`src/pcg_pkg.sv`:
```
// Package with register map, field positions and codes of the pin block.
package pcg_pkg;

  // Register offsets are word indices; the byte address is four times one.
  localparam logic [7:0] PCG_IDX_PAD_OUTPUT_ENABLE = 8'h44;
  localparam logic [7:0] PCG_IDX_PAD_OUTPUT_VALUE  = 8'h45;
  localparam logic [7:0] PCG_IDX_PAD_INPUT_LEVEL   = 8'h46;
  localparam logic [7:0] PCG_IDX_SIGNAL_OUT_SELECT = 8'h47;
  localparam int         PCG_ADDR_W                = 10;

  localparam logic [7:0] PCG_RST_PAD_OUTPUT_ENABLE = 8'h00;
  localparam logic [7:0] PCG_RST_PAD_OUTPUT_VALUE  = 8'h00;
  localparam logic [3:0] PCG_RST_ROUTE_SELECTOR    = 4'h0;
  localparam logic       PCG_RST_FAST_SWITCH       = 1'b0;

  localparam int PCG_FAST_SWITCH_BIT = 7;
  localparam int PCG_ROUTE_MSB       = 3;
  localparam int PCG_SCAN_PIN_MSB    = 3;
  localparam int PCG_PIN_CLOCK_OUT   = 6;
  localparam int PCG_NUM_PINS        = 8;

  typedef enum logic [3:0] {
    PCG_SEL_HIZ0     = 4'h0,
    PCG_SEL_HIZ1     = 4'h1,
    PCG_SEL_LOW      = 4'h2,
    PCG_SEL_HIGH     = 4'h3,
    PCG_SEL_TX_ENV   = 4'h4,
    PCG_SEL_TX_ACT   = 4'h5,
    PCG_SEL_SECURE   = 4'h6,
    PCG_SEL_RX_ENV   = 4'h7,
    PCG_SEL_RX_ACT   = 4'h8,
    PCG_SEL_RX_BITS  = 4'h9
  } pcg_route_t;

  localparam logic [1:0] PCG_RESP_OKAY   = 2'h0;
  localparam logic [1:0] PCG_RESP_SLVERR = 2'h2;

endpackage : pcg_pkg

```
`src/pcg_pin_config_gpio.sv`:
```
// Pin configuration block with an AXI4-Lite register slave.
`timescale 1ns/1ps
module pcg_pin_config_gpio
  import pcg_pkg::*;
(
  input  wire logic                  mclk,
  input  wire logic                  rst_b,
  input  wire logic [PCG_ADDR_W-1:0] s_axi_awaddr,
  input  wire logic                  s_axi_awvalid,
  output logic                       s_axi_awready,
  input  wire logic [31:0]           s_axi_wdata,
  input  wire logic [3:0]            s_axi_wstrb,
  input  wire logic                  s_axi_wvalid,
  output logic                       s_axi_wready,
  output logic [1:0]                 s_axi_bresp,
  output logic                       s_axi_bvalid,
  input  wire logic                  s_axi_bready,
  input  wire logic [PCG_ADDR_W-1:0] s_axi_araddr,
  input  wire logic                  s_axi_arvalid,
  output logic                       s_axi_arready,
  output logic [31:0]                s_axi_rdata,
  output logic [1:0]                 s_axi_rresp,
  output logic                       s_axi_rvalid,
  input  wire logic                  s_axi_rready,
  input  wire logic [7:0]            pad_input_level,
  output logic [7:0]                 pad_output_value,
  output logic [7:0]                 padOe,
  input  wire logic                  scanEnabled,
  input  wire logic                  clockFunction,
  input  wire logic                  txEnvelope,
  input  wire logic                  txActive,
  input  wire logic                  genericSecureSignal,
  input  wire logic                  rxEnvelope,
  input  wire logic                  rxActive,
  input  wire logic                  rxBits,
  output logic                       signalOutputPin,
  output logic                       signalOutputOe,
  output logic                       fastSwitch
);

  logic [1:0] rstSync;
  logic       rstN;
  always_ff @(posedge mclk or negedge rst_b) begin
    if (!rst_b) begin
      rstSync <= 2'b00;
    end else begin
      rstSync <= {rstSync[0], 1'b1};
    end
  end
  assign rstN = rstSync[1];

  logic [7:0]      padOutputEnable;
  logic [7:0]      padOutputValue;
  logic [7:0]      padInputLevel;
  logic [3:0]      routeSelectorField;
  logic            fastSwitchBit;

  // Write channel: address and data latched independently in either order.
  logic                  awHeld;
  logic                  wHeld;
  logic [PCG_ADDR_W-1:0] awAddr;
  logic [31:0]           wData;
  logic [3:0]            wStrb;
  logic                  doWrite;
  logic [7:0]            wIdx;
  logic                  wHit;

  assign doWrite = awHeld && wHeld && !s_axi_bvalid;
  assign wIdx    = 8'(awAddr[PCG_ADDR_W-1:2]);
  assign wHit    = (awAddr[1:0] == 2'h0) &&
                   (wIdx == PCG_IDX_PAD_OUTPUT_ENABLE ||
                    wIdx == PCG_IDX_PAD_OUTPUT_VALUE ||
                    wIdx == PCG_IDX_SIGNAL_OUT_SELECT ||
                    wIdx == PCG_IDX_PAD_INPUT_LEVEL);

  // Address ready is a one-cycle pulse; no new address while one is held.
  always_ff @(posedge mclk or negedge rstN) begin
    if (!rstN) begin
      s_axi_awready <= 1'b0;
    end else begin
      s_axi_awready <= !awHeld && !s_axi_awready && s_axi_awvalid;
    end
  end

  always_ff @(posedge mclk or negedge rstN) begin
    if (!rstN) begin
      awHeld <= 1'b0;
      awAddr <= '0;
    end else if (doWrite) begin
      awHeld <= 1'b0;
    end else if (s_axi_awvalid && s_axi_awready) begin
      awHeld <= 1'b1;
      awAddr <= s_axi_awaddr;
    end
  end

  // Data ready is a one-cycle pulse; no new data while a word is held.
  always_ff @(posedge mclk or negedge rstN) begin
    if (!rstN) begin
      s_axi_wready <= 1'b0;
    end else begin
      s_axi_wready <= !wHeld && !s_axi_wready && s_axi_wvalid;
    end
  end

  always_ff @(posedge mclk or negedge rstN) begin
    if (!rstN) begin
      wHeld <= 1'b0;
      wData <= 32'h0000_0000;
      wStrb <= 4'h0;
    end else if (doWrite) begin
      wHeld <= 1'b0;
    end else if (s_axi_wvalid && s_axi_wready) begin
      wHeld <= 1'b1;
      wData <= s_axi_wdata;
      wStrb <= s_axi_wstrb;
    end
  end

  // The response stands until the master takes it.
  always_ff @(posedge mclk or negedge rstN) begin
    if (!rstN) begin
      s_axi_bvalid <= 1'b0;
      s_axi_bresp  <= PCG_RESP_OKAY;
    end else if (doWrite) begin
      s_axi_bvalid <= 1'b1;
      s_axi_bresp  <= wHit ? PCG_RESP_OKAY : PCG_RESP_SLVERR;
    end else if (s_axi_bvalid && s_axi_bready) begin
      s_axi_bvalid <= 1'b0;
    end
  end

  // Only byte lane 0 carries register data.
  always_ff @(posedge mclk or negedge rstN) begin
    if (!rstN) begin
      padOutputEnable    <= PCG_RST_PAD_OUTPUT_ENABLE;
      padOutputValue     <= PCG_RST_PAD_OUTPUT_VALUE;
      routeSelectorField <= PCG_RST_ROUTE_SELECTOR;
      fastSwitchBit      <= PCG_RST_FAST_SWITCH;
    end else if (doWrite && wStrb[0] && awAddr[1:0] == 2'h0) begin
      if (wIdx == PCG_IDX_PAD_OUTPUT_ENABLE) begin
        padOutputEnable <= wData[7:0];
      end else if (wIdx == PCG_IDX_PAD_OUTPUT_VALUE) begin
        padOutputValue <= wData[7:0];
      end else if (wIdx == PCG_IDX_SIGNAL_OUT_SELECT) begin
        routeSelectorField <= wData[PCG_ROUTE_MSB:0];
        fastSwitchBit      <= wData[PCG_FAST_SWITCH_BIT];
      end
    end
  end

  // Read channel.
  logic [7:0] rIdx;
  assign rIdx = 8'(s_axi_araddr[PCG_ADDR_W-1:2]);

  // Read address ready pulses only while no read data is pending.
  always_ff @(posedge mclk or negedge rstN) begin
    if (!rstN) begin
      s_axi_arready <= 1'b0;
    end else begin
      s_axi_arready <= !s_axi_arready && !s_axi_rvalid && s_axi_arvalid;
    end
  end

  always_ff @(posedge mclk or negedge rstN) begin
    if (!rstN) begin
      s_axi_rvalid  <= 1'b0;
      s_axi_rdata   <= 32'h0000_0000;
      s_axi_rresp   <= PCG_RESP_OKAY;
    end else begin
      if (s_axi_arvalid && s_axi_arready) begin
        s_axi_rvalid <= 1'b1;
        s_axi_rresp  <= PCG_RESP_OKAY;
        s_axi_rdata  <= 32'h0000_0000;
        if (s_axi_araddr[1:0] != 2'h0) begin
          s_axi_rresp <= PCG_RESP_SLVERR;
        end else if (rIdx == PCG_IDX_PAD_OUTPUT_ENABLE) begin
          s_axi_rdata[7:0] <= padOutputEnable;
        end else if (rIdx == PCG_IDX_PAD_OUTPUT_VALUE) begin
          s_axi_rdata[7:0] <= padOutputValue;
        end else if (rIdx == PCG_IDX_PAD_INPUT_LEVEL) begin
          s_axi_rdata[7:0] <= padInputLevel;
        end else if (rIdx == PCG_IDX_SIGNAL_OUT_SELECT) begin
          s_axi_rdata[7:0] <= {fastSwitchBit, 3'b000, routeSelectorField};
        end else begin
          s_axi_rresp <= PCG_RESP_SLVERR;
        end
      end else if (s_axi_rvalid && s_axi_rready) begin
        s_axi_rvalid <= 1'b0;
      end
    end
  end

  // Pad drivers, one per pin; registered so outputs come from flip-flops.
  logic [7:0] next_padOe;
  logic [7:0] next_pad_output_value;
  genvar gi;
  generate
    for (gi = 0; gi < PCG_NUM_PINS; gi++) begin : gPin
      if (gi <= PCG_SCAN_PIN_MSB) begin : gScan
        assign next_padOe[gi] = padOutputEnable[gi] && !scanEnabled;
      end else begin : gPlain
        assign next_padOe[gi] = padOutputEnable[gi];
      end
      if (gi == PCG_PIN_CLOCK_OUT) begin : gClk
        assign next_pad_output_value[gi] = padOutputEnable[gi] ?
                                 padOutputValue[gi] : clockFunction;
      end else begin : gVal
        assign next_pad_output_value[gi] = padOutputValue[gi];
      end
    end
  endgenerate

  // The clock pin is always driven: by its clock function or the register.
  always_ff @(posedge mclk or negedge rstN) begin
    if (!rstN) begin
      padOe <= 8'h40;
    end else begin
      padOe <= next_padOe | 8'h40;
    end
  end

  always_ff @(posedge mclk or negedge rstN) begin
    if (!rstN) begin
      pad_output_value <= 8'h00;
    end else begin
      pad_output_value <= next_pad_output_value;
    end
  end

  // One register stage on the pad levels before they are read back.
  always_ff @(posedge mclk or negedge rstN) begin
    if (!rstN) begin
      padInputLevel <= 8'h00;
    end else begin
      padInputLevel <= pad_input_level;
    end
  end

  logic next_signal_output_pin;
  logic next_sigOe;
  always_comb begin
    next_signal_output_pin = 1'b0;
    next_sigOe  = 1'b1;
    case (routeSelectorField)
      PCG_SEL_HIZ0, PCG_SEL_HIZ1: begin
        next_sigOe = 1'b0;
      end
      PCG_SEL_LOW: begin
        next_signal_output_pin = 1'b0;
      end
      PCG_SEL_HIGH: begin
        next_signal_output_pin = 1'b1;
      end
      PCG_SEL_TX_ENV: begin
        next_signal_output_pin = txEnvelope;
      end
      PCG_SEL_TX_ACT: begin
        next_signal_output_pin = txActive;
      end
      PCG_SEL_SECURE: begin
        next_signal_output_pin = genericSecureSignal;
      end
      PCG_SEL_RX_ENV: begin
        next_signal_output_pin = rxEnvelope;
      end
      PCG_SEL_RX_ACT: begin
        next_signal_output_pin = rxActive;
      end
      PCG_SEL_RX_BITS: begin
        next_signal_output_pin = rxBits;
      end
      default: begin
        // Reserved codes float the pin rather than drive an undefined level.
        next_sigOe = 1'b0;
      end
    endcase
  end

  always_ff @(posedge mclk or negedge rstN) begin
    if (!rstN) begin
      signalOutputPin <= 1'b0;
    end else begin
      signalOutputPin <= next_signal_output_pin;
    end
  end

  always_ff @(posedge mclk or negedge rstN) begin
    if (!rstN) begin
      signalOutputOe <= 1'b0;
    end else begin
      signalOutputOe <= next_sigOe;
    end
  end

  always_ff @(posedge mclk or negedge rstN) begin
    if (!rstN) begin
      fastSwitch <= PCG_RST_FAST_SWITCH;
    end else begin
      fastSwitch <= fastSwitchBit;
    end
  end

endmodule : pcg_pin_config_gpio

```
`config.mk`:
```
export PLATFORM = sky130hd
export DESIGN_NAME = pcg_pin_config_gpio
export DESIGN_NICKNAME = d
export VERILOG_FILES = /design/src/pcg_pkg.sv /design/src/pcg_pin_config_gpio.sv
export SDC_FILE = /design/constraint.sdc
export NUM_CORES = 1
export LEC_CHECK = 0
export BUFFER_PORTS_ARGS = -buffer_cell sky130_fd_sc_hd__buf_2
export CORE_ASPECT_RATIO = 1.75
export CORE_MARGIN = 5
export CORE_UTILIZATION = 45
export CTS_CLUSTER_SIZE = 14
export DETAILED_ROUTE_END_ITERATION = 10
export PLACE_DENSITY = 0.8
export SLEW_MARGIN = 10
export SYNTH_ARGS = -nofsm -noshare
export SYNTH_HDL_FRONTEND = slang
export SYNTH_SLANG_ARGS = --single-unit
```
`constraint.sdc`:
```
create_clock -name mclk -period 4.43 [get_ports mclk]
set_input_delay 0.2215 -clock mclk [delete_from_list [all_inputs] [get_ports mclk]]
set_output_delay 0.2215 -clock mclk [all_outputs]
set_load 0.02 [all_outputs]
```
### After elaboration in Yosys (flattened, before gate mapping)

Cells that the tools add are included.

| cells by class | value |
|---|---|
| equality and inequality tests | 16 |
| muxes and demuxes | 22 |
| bitwise operators | 3 |
| reduce and logical (&&, ||, !) cells | 43 |

Operators by type and width:

| kind | number |
|---|---|
| == test 8 x 7 -> 1 bit (second input constant) | 8 |
| two-way mux 8 bit | 5 |
| logical AND 1 bit | 20 |
| == test 4 x 3 -> 1 bit (second input constant) | 4 |
| two-way mux 2 bit | 6 |
| two-way mux 1 bit | 10 |
| nonzero test 2 bit | 5 |
| == test 4 x 2 -> 1 bit (second input constant) | 2 |
| == test 4 bit (second input constant) | 2 |
| zero test 1 bit | 8 |
| OR reduction 8 bit | 1 |
| case mux 1 bit (7 select lines) | 1 |
| AND reduction 2 bit | 3 |
| AND reduction 4 bit | 1 |
| logical OR 1 bit | 3 |
| NOT 1 bit | 3 |
| AND reduction 3 bit | 1 |
| zero test 2 bit | 1 |

| storage, ports and cells | value |
|---|---|
| flip-flop bits (word level) | 87 |
| output and inout port bits | 60 |

### Logic depth before layout (Yosys ltp)

Gate-level depths: netlist of run 1.

| logic depth | value |
|---|---|
| word-level depth | 6 |
| gate-level depth with buffers | 4 |
| mapped depth without buffers | 3 |

### Least setup slack after synthesis of run 1

OpenSTA, ideal clock, no wires.

| path | value |
|---|---|
| kind | register to register |
| start | register awAddr[1] |
| end | register padOutputEnable[0] |
| setup time | 0.125 ns |
| data arrival time | 1.803 ns |
| required time | 4.305 ns |
| slack | 2.502 ns |
| stages on the path, launching flop included | 5 |
| buffers on the path | 1 |
| period minus slack after synthesis | 1.928 ns |
| path through | dfrtp_1 -> or4b_1 -> buf_2 -> nor4_4 -> mux2_2 |

| between the ends | value |
|---|---|
| word-level cells in the longest chain between the ends | 3 |

Ends and longest elaborated chain:

| what | RTL line | source |
|---|---|---|
| from (decl) | pcg_pin_config_gpio.sv:61 | `logic [PCG_ADDR_W-1:0] awAddr;` |
| from (signal assigned) | pcg_pin_config_gpio.sv:93 | `awAddr <= s_axi_awaddr;` |
| zero test 2 bit | pcg_pin_config_gpio.sv:140 | `end else if (doWrite && wStrb[0] && awAddr[1:0] == 2'h0) begin` |
| logical AND 1 bit | pcg_pin_config_gpio.sv:140 |  |
| AND reduction 2 bit (no line) | - |  |
| to (signal assigned) | pcg_pin_config_gpio.sv:142 | `padOutputEnable <= wData[7:0];` |
| to (decl) | pcg_pin_config_gpio.sv:52 | `logic [7:0] padOutputEnable;` |

No other way between the ends.
A chain may end at the register's enable or synchronous reset.

### Final worst setup path of run 1

| path | value |
|---|---|
| start | register awAddr[1] |
| end | register padOutputValue[4] |

| between the ends | value |
|---|---|
| word-level cells in the longest chain between the ends | 3 |

Ends and longest elaborated chain:

| what | RTL line | source |
|---|---|---|
| zero test 2 bit | pcg_pin_config_gpio.sv:140 |  |
| logical AND 1 bit | pcg_pin_config_gpio.sv:140 |  |
| AND reduction 3 bit (no line) | - |  |
| to (signal assigned) | pcg_pin_config_gpio.sv:144 | `padOutputValue <= wData[7:0];` |
| to (decl) | pcg_pin_config_gpio.sv:53 | `logic [7:0] padOutputValue;` |

No other way between the ends.

==> impl_results.md, run 1 <==
* Fmax at 0.452 GHz
* Nets at approximately 410
* Vias at 2051
* XOR/XNOR share of the synthesized area at 0.255%
* Max cap viols at 0
* RSZ-0062 raised after global routing: no
* Clk sink count at 85
* Gr ovfl total at 0
* Post-CTS setup buffer count at 0
* EDFF count, synth at 0
* Fin. Hold Viols at 0
* DRC at 0
* Ports at 139
* Peak supply drop at 0.356 mV
* DR pass1 iterations at 4
* Starting Density at 45.8%
* Adder-cell share of the synthesized area at 0%
* Core region area at 0.00751 mm^2
* P per Cell Area at approximately 470 mW/mm^2
* Register area share after synthesis at 61.8%
* ANT cells at 0
* P_leak at 2.14 nW
* Syn_area_per_cell at 14.6 um^2
* Seq cells post-synth at 85
* Worst path max stage delay at 0.70 ns
* Root Driver: clkbuf_16
* GP Congestion at 0.781
* Top_reg_cell synth: dfrtp_1
* Multiplexer share of the synthesized area at approximately 18%
* Yosys warns at 0
* Antenna violations before repair at 0
* Clk_lat worst skew at 0.33 ns
* Syn Inst Count at 235
* Number of H-tree levels at 3
* Top cells by area, synth: dfrtp_1 (62%), mux2_2 (13%), buf_4 (5.9%)
* Post-DRT Antenna Nets at 0
* Worst-Margin Slew at roughly 1 ns
* Place WS at 2.16 ns
* Post-synth design cell area at 0.00344 mm^2
* Drt wl/cell at roughly 15 um
* Port bufs at 84
* Post-DP Area at around 0.0038 mm^2
* Critical path class: register to register
* Area delta synth->final at 21.9%
* Most frequent cells in the layout: dfrtp_1 (84), buf_2 (84), mux2_2 (41)
* Tot GR Track Use at 14.2%
* Kind of end point of the critical path: register
* Routed WL at between 6000 and 7000 um
* First-pass GRT wire length at 10700 um
* Setup crit start kind: register
* # rows at 42
* Total CTS buffers at 9
* Initial DRC Count at between 50 and 60
* Fin Setup TNS at 0 ns
* Max-slew headroom at 31.9%
* CTS clk-pin slew, worst paths at around 0.06 ns
* Share of the synthesized area in the top cell type at 61.8%
* Setup violations, final at 0
* Asr flop ratio synth at 100%
* Clk buf depth at 2
* Clock Skew at 0.00574 ns
* Largest net degree at the start of global routing at 84
* Period utilization at 49.9%
* Die Ht at 126 um
* Crit path required time at about 4.6 ns
* Min Clock Period, post-route at 2.21 ns
* Final Util at ~56%
* Worst path arrival time at 2.43 ns
* Hold_ws at 0.0706 ns
* Share of cells above drive strength 1 at between 40% and 50%
* Hpwl dp at just under 5000 um
* Post-synthesis compound-gate area fraction at under 10%
* CP cell instances: or4b_1, nor4_4, mux2_2
* Crit-path slowest cell: or4b_1
* Setup ws final at approximately 2.2 ns
* CTS tree: done
* Synth Area in Simple Gates at 8.40%
* Vias in the first global route at 2098
* Largest family of logic cells by synthesized area: multiplexers
* Synth unique cells at 34
* Yosys top cell by area: dfrtp_1
* Crit path max fanout at 8
* Status: completed
* Worst min path class: primary input to register
* Die area at 0.00956 mm^2
* Vias per cell at 4.84
* Max-slew violation count at 0
* Fin area at about 0.0042 mm^2
* Die width at 76.1 um
-- final timing paths --
kind	startpoint	end	slack [ns]	cells after the start
worst max-delay path	awAddr[1]	padOutputValue[4]	2.22	3
max in group asynchronous	rstSync[1]	routeSelectorField[0]	3.27	0
worst min-delay path	s_axi_rready	s_axi_rvalid	0.07	2
min in group asynchronous	rst_b	rstSync[1]	0.20	2
worst min register to register	rstSync[0]	rstSync[1]	0.35	0
worst max register to register	awAddr[1]	padOutputValue[4]	2.22	3
-- critical path, delay by kind of cell, from the launching register on --
| family | cells | cell delay (ns) |
|---|---|---|
| AND/OR/NAND/NOR | 2 | 1.32 |
| multiplexers | 1 | 0.41 |
| flip-flops | 1 | 0.37 |
-- cell families (layout without fill, tap and decap cells) --
family / Yosys count / after routing
AO/OA/AOI/OAI: 23 / 23
AND/OR/NAND/NOR: 38 / 38
buffers and inverters: 37 / 112
XOR/XNOR: 1 / 1
other: 2 / 28
flip-flops: 85 / 85
multiplexers: 49 / 49
-- power by group --
| group | internal (W) | switching [W] | leakage [nW] |
|---|---|---|---|
| registers | 0.000903 | 0.000105 | 1.11 |
| logic | 0.000157 | 0.000150 | 0.910 |
| clock network | 0.000375 | 0.000282 | 0.125 |
| total | 0.00144 | 0.000537 | 2.14 |
-- final cells by class --
class                      count  area, um^2
tap                           88         110
clock inverter                 4        26.3
timing repair buffer          93         510
fill                         647        3320
sequential                    85        2130
inverter                       4        15.0
multi-input combinational    139        1170
clock buffer                  11         233
-- repair_timing --
| item | in CTS | in global routing |
|---|---|---|
| hold buffers | 9 | 0 |
| endpoints found under the hold margin | 10 | 0 |
| gates resized for setup | 0 | 0 |
-- state kept, by name (all words and copies together) (netlist names), 2 cells and up --
register and cells:
padOe 7, routeSelectorField 4, padOutputEnable 8, awAddr 10
padInputLevel 8, pad_output_value 8, padOutputValue 8, wData 8
rstSync 2, s_axi_rdata 8
-- cell usage after synthesis, types with 2 or more instances --
master,number
mux2_2,41
a22o_1,5
clkbuf_1,5
a221oi_1,2
o21ai_0,8
nor3b_1,3
mux4_2,5
a21oi_1,2
nor2b_1,9
nand2b_1,2
nor4b_1,2
dfrtp_1,85
nor2_1,3
mux2i_1,3
buf_4,27
conb_1,2
a2bb2oi_1,3
nand2_1,7
inv_1,4
nor4_4,3
-- through the flow --
step	total power [W]	cells
2_1_floorplan	0.00125	261
3_3_place_gp	0.00131	400
3_5_place_dp	0.00133	400
4_1_cts	0.00200	424
5_1_grt	0.00208	424
6_report	0.00197	424
-- per-layer routing --
metal  share of wire (%)  vias to the layer above  wire [um]  GRT usage, %
li1                    -                      975          -             -
met1                  35                      986       2250          14.9
met2                  54                       81       3480          24.0
met3                 8.9                        9        574          5.86
met4                 2.1                        0        135          7.00
met5                   0                        -          0             0
(Power assumes the default switching activity.)
==> run 2, diff against run 1 <==
ABC_AREA = 1   (was not set)
PLACE_DENSITY = 0.79   (was 0.8)
clock period = 2.3 ns   (was 4.43 ns; I/O delays follow)
==> run 2 against run 1 <==
Maximum frequency up 52%. Hold slack got worse by 0.055 ns. Critical path depth rose by 3. Synthesized cell count increased by 76%. Cell area increased by 11%. Synthesized area grew 7.4%. Wire length grew 25%. Critical path type unchanged. Critical endpoint is now padOutputValue[0].
==> impl_results.md, run 2 <==
* Gr ovfl total at 0 (unchanged)
* Yosys top cell by area: dfrtp_1
* Syn_area_per_cell at 8.93 um^2 (-39%)
* Max Used Layer: met4
* Multiplexer share of the synthesized area at 0% (-18 points)
* Seq cells post-synth at 85 (unchanged)
* Antenna violations before repair at 0 (unchanged)
* Fin Setup TNS at 0 ns (unchanged)
* Post-DRT Antenna Nets at 0 (unchanged)
* EDFF count, synth at 0 (unchanged)
* Clock Skew at 0.00574 ns (-0.00000319 ns)
* Top cells by area, synth: dfrtp_1 (58%), nand2_1 (11%), inv_1 (6.3%)
* Post-synthesis compound-gate area fraction at 8.67% (+3.9 points)
* Worst path arrival time at 1.68 ns (-0.75 ns)
* Critical path class: register to register
* Setup violations, final at 0 (unchanged)
* Post-cts sizing count at 0 (unchanged)
* Largest net degree at the start of global routing at 46 (-45%)
* Largest family of logic cells by synthesized area: simple AND/OR/NAND/NOR gates
* Initial DRC Count at 120 (+110%)
* Share of cells above drive strength 1 at 20.6% (-24 points)
* Total CTS buffers at 9 (unchanged)
* Met1 wire length at 3010 um (+34%)
* Hold Buf Count CTS at 27 (+18)
* Asr flop ratio synth at 100% (unchanged)
* Final Util at 58.7% (+2.8 points)
* Die area at 0.0102 mm^2 (+6.6%)
* Vias at 2981 (+45%)
* Fmax at 0.685 GHz (+52%)
* Setup crit start kind: register
* Tot GR Track Use at 17.1% (+2.9 points)
* Fin. Hold Viols at 0 (unchanged)
* Met3 routed WL at 450 um (-22%)
* Post-synth design cell area at 0.00370 mm^2 (+7.4%)
* Vias per cell at 4.78 (-1.2%)
* P_leak at 2.45 nW (+14%)
* Synth Area in Simple Gates at 20.5% (+12 points)
* ANT cells at 0 (unchanged)
* Hpwl dp at 5860 um (+22%)
* Crit path required time at 2.52 ns (-2.12 ns)
* Starting Density at 46.4% (+0.63 points)
* P per Cell Area at 830 mW/mm^2 (+77%)
* Routed WL at 8060 um (+25%)
* RSZ-0062 raised after global routing: no
* Share of the synthesized area in the top cell type at 57.5% (-4.3 points)
* Most frequent cell after synthesis: nand2_1
* Post-synth top cells: nand2_1 (108), dfrtp_1 (85), inv_1 (62)
* Period utilization at 63.4% (+14 points)
* Peak supply drop at 0.557 mV (+57%)
* Most frequent cells in the layout: nand2_1 (108), dfrtp_1 (84), buf_2 (84)
* Max-slew headroom at 61.9% (+30 points)
* Min Clock Period, post-route at 1.46 ns (-0.753 ns)
* Clk buf depth at 2 (unchanged)
* Most common cell after layout, fill and taps aside: nand2_1
* Die Ht at 130 um (+3.4%)
* Yosys warns at 0 (unchanged)
* Kind of end point of the critical path: register
* Nets at 610 (+48%)
* Core region area at 0.00796 mm^2 (+6.0%)
* GP Congestion at 0.825 (+5.7%)
* Ports at 139 (unchanged)
* Syn Inst Count at 414 (+76%)
* Clk sink count at 85 (unchanged)
* Worst min path class: primary input to register
* Port bufs at 84 (unchanged)
* Status: completed
* Biggest register: awAddr
* Worst-Margin Slew at 0.569 ns (-0.452 ns)
* Vias in the first global route at 3039 (+45%)
* XOR/XNOR share of the synthesized area at 0% (-0.25 points)
* DR pass1 iterations at 4 (unchanged)
* WL met2 at 4330 um (+24%)
* Max-slew violation count at 0 (unchanged)
* Top_reg_cell synth: dfrtp_1
* CTS tree: done
* Root Driver: clkbuf_16
* Max cap viols at 0 (unchanged)
* Crit path max fanout at 16 (+8)
* Post-CTS setup buffer count at 0 (unchanged)
* Die width at 78.5 um (+3.2%)
* Drt wl/cell at 12.9 um (-15%)
* Clk_lat worst skew at 0.33 ns (about the same)
* Synth unique cells at 27 (-21%)
* CTS clk-pin slew, worst paths at 0.06 ns (about the same)
* # rows at 43 (+2.4%)
* Register area share after synthesis at 57.5% (-4.3 points)
* First-pass GRT wire length at 13600 um (+27%)
* Total Power at 0.00388 W (+97%)
* Number of H-tree levels at 3 (unchanged)
* Adder-cell share of the synthesized area at 0% (unchanged)
* Max FFs per register at 10 (unchanged)
* DRC at 0 (unchanged)
* Area delta synth->final at 26.4%
-- run 2: logic make-up (layout without fill, tap and decap cells) --
group           count (synthesis)  after routing
compound gates                 59             59
buf+inv                        98            192
flops                          85             85
other cells                     2             28
simple gates                  170            170
-- run 2: path summary, 6_finish.rpt --
kind	startpoint	end	slack, ns	cells past startpoint
worst max-delay path	s_axi_bvalid	padOutputValue[0]	0.84	6
worst min-delay path	s_axi_wdata[2]	wData[2]	0.02	3
worst max register to register	s_axi_bvalid	padOutputValue[0]	0.84	6
worst min register to register	rstSync[1]	wData[5]	0.30	0
max in group asynchronous	rstSync[1]	signalOutputOe	1.40	1
min in group asynchronous	rst_b	rstSync[0]	0.10	2
-- run 2: metal layers --
layer  vias up  GRT usage [%]
li1       1478              -
met2       110           31.0
met4         0           9.58
met5         -              0
met1      1374           18.2
met3        19           3.59
-- run 2: power by group --
| group | internal (W) | total (W) | switching [W] | leakage [nW] |
|---|---|---|---|---|
| registers | 0.00173 | 0.00187 | 0.000138 | 1.03 |
| logic | 0.000217 | 0.000638 | 0.000421 | 1.28 |
| clock network | 0.000856 | 0.00137 | 0.000515 | 0.139 |
| total | 0.00280 | 0.00388 | 0.00107 | 2.45 |
-- run 2: through the flow --
| step | setup slack, ns | instance area [um^2] | std cells | hold WS (ns) |
|---|---|---|---|---|
| floorplan | 0.863 | 3790 | 440 | -0.181 |
| global placement | 0.880 | 4120 | 583 | -0.0973 |
| detailed placement | 0.840 | 4120 | 583 | -0.0958 |
| CTS | 0.818 | 4670 | 624 | 0.000519 |
| global route | 0.627 | 4670 | 624 | 0.0274 |
| finish | 0.841 | 4670 | 624 | 0.0153 |
-- run 2: critical path, cell delays in order (launching register included) --
cell	delay, ns
dfrtp_1	0.37
inv_1	0.10
nand3_2	0.17
nor3_4	0.23
nand2_2	0.23
o21ai_1	0.18
inv_1	0.06
-- run 2: layout make-up --
type                       instances  area, um^2
fill                             681        3290
tap                               90         113
clock inverter                     2        35.0
multi-input combinational        257        1180
timing repair buffer             113         718
inverter                          65         244
sequential                        85        2130
clock buffer                      12         246
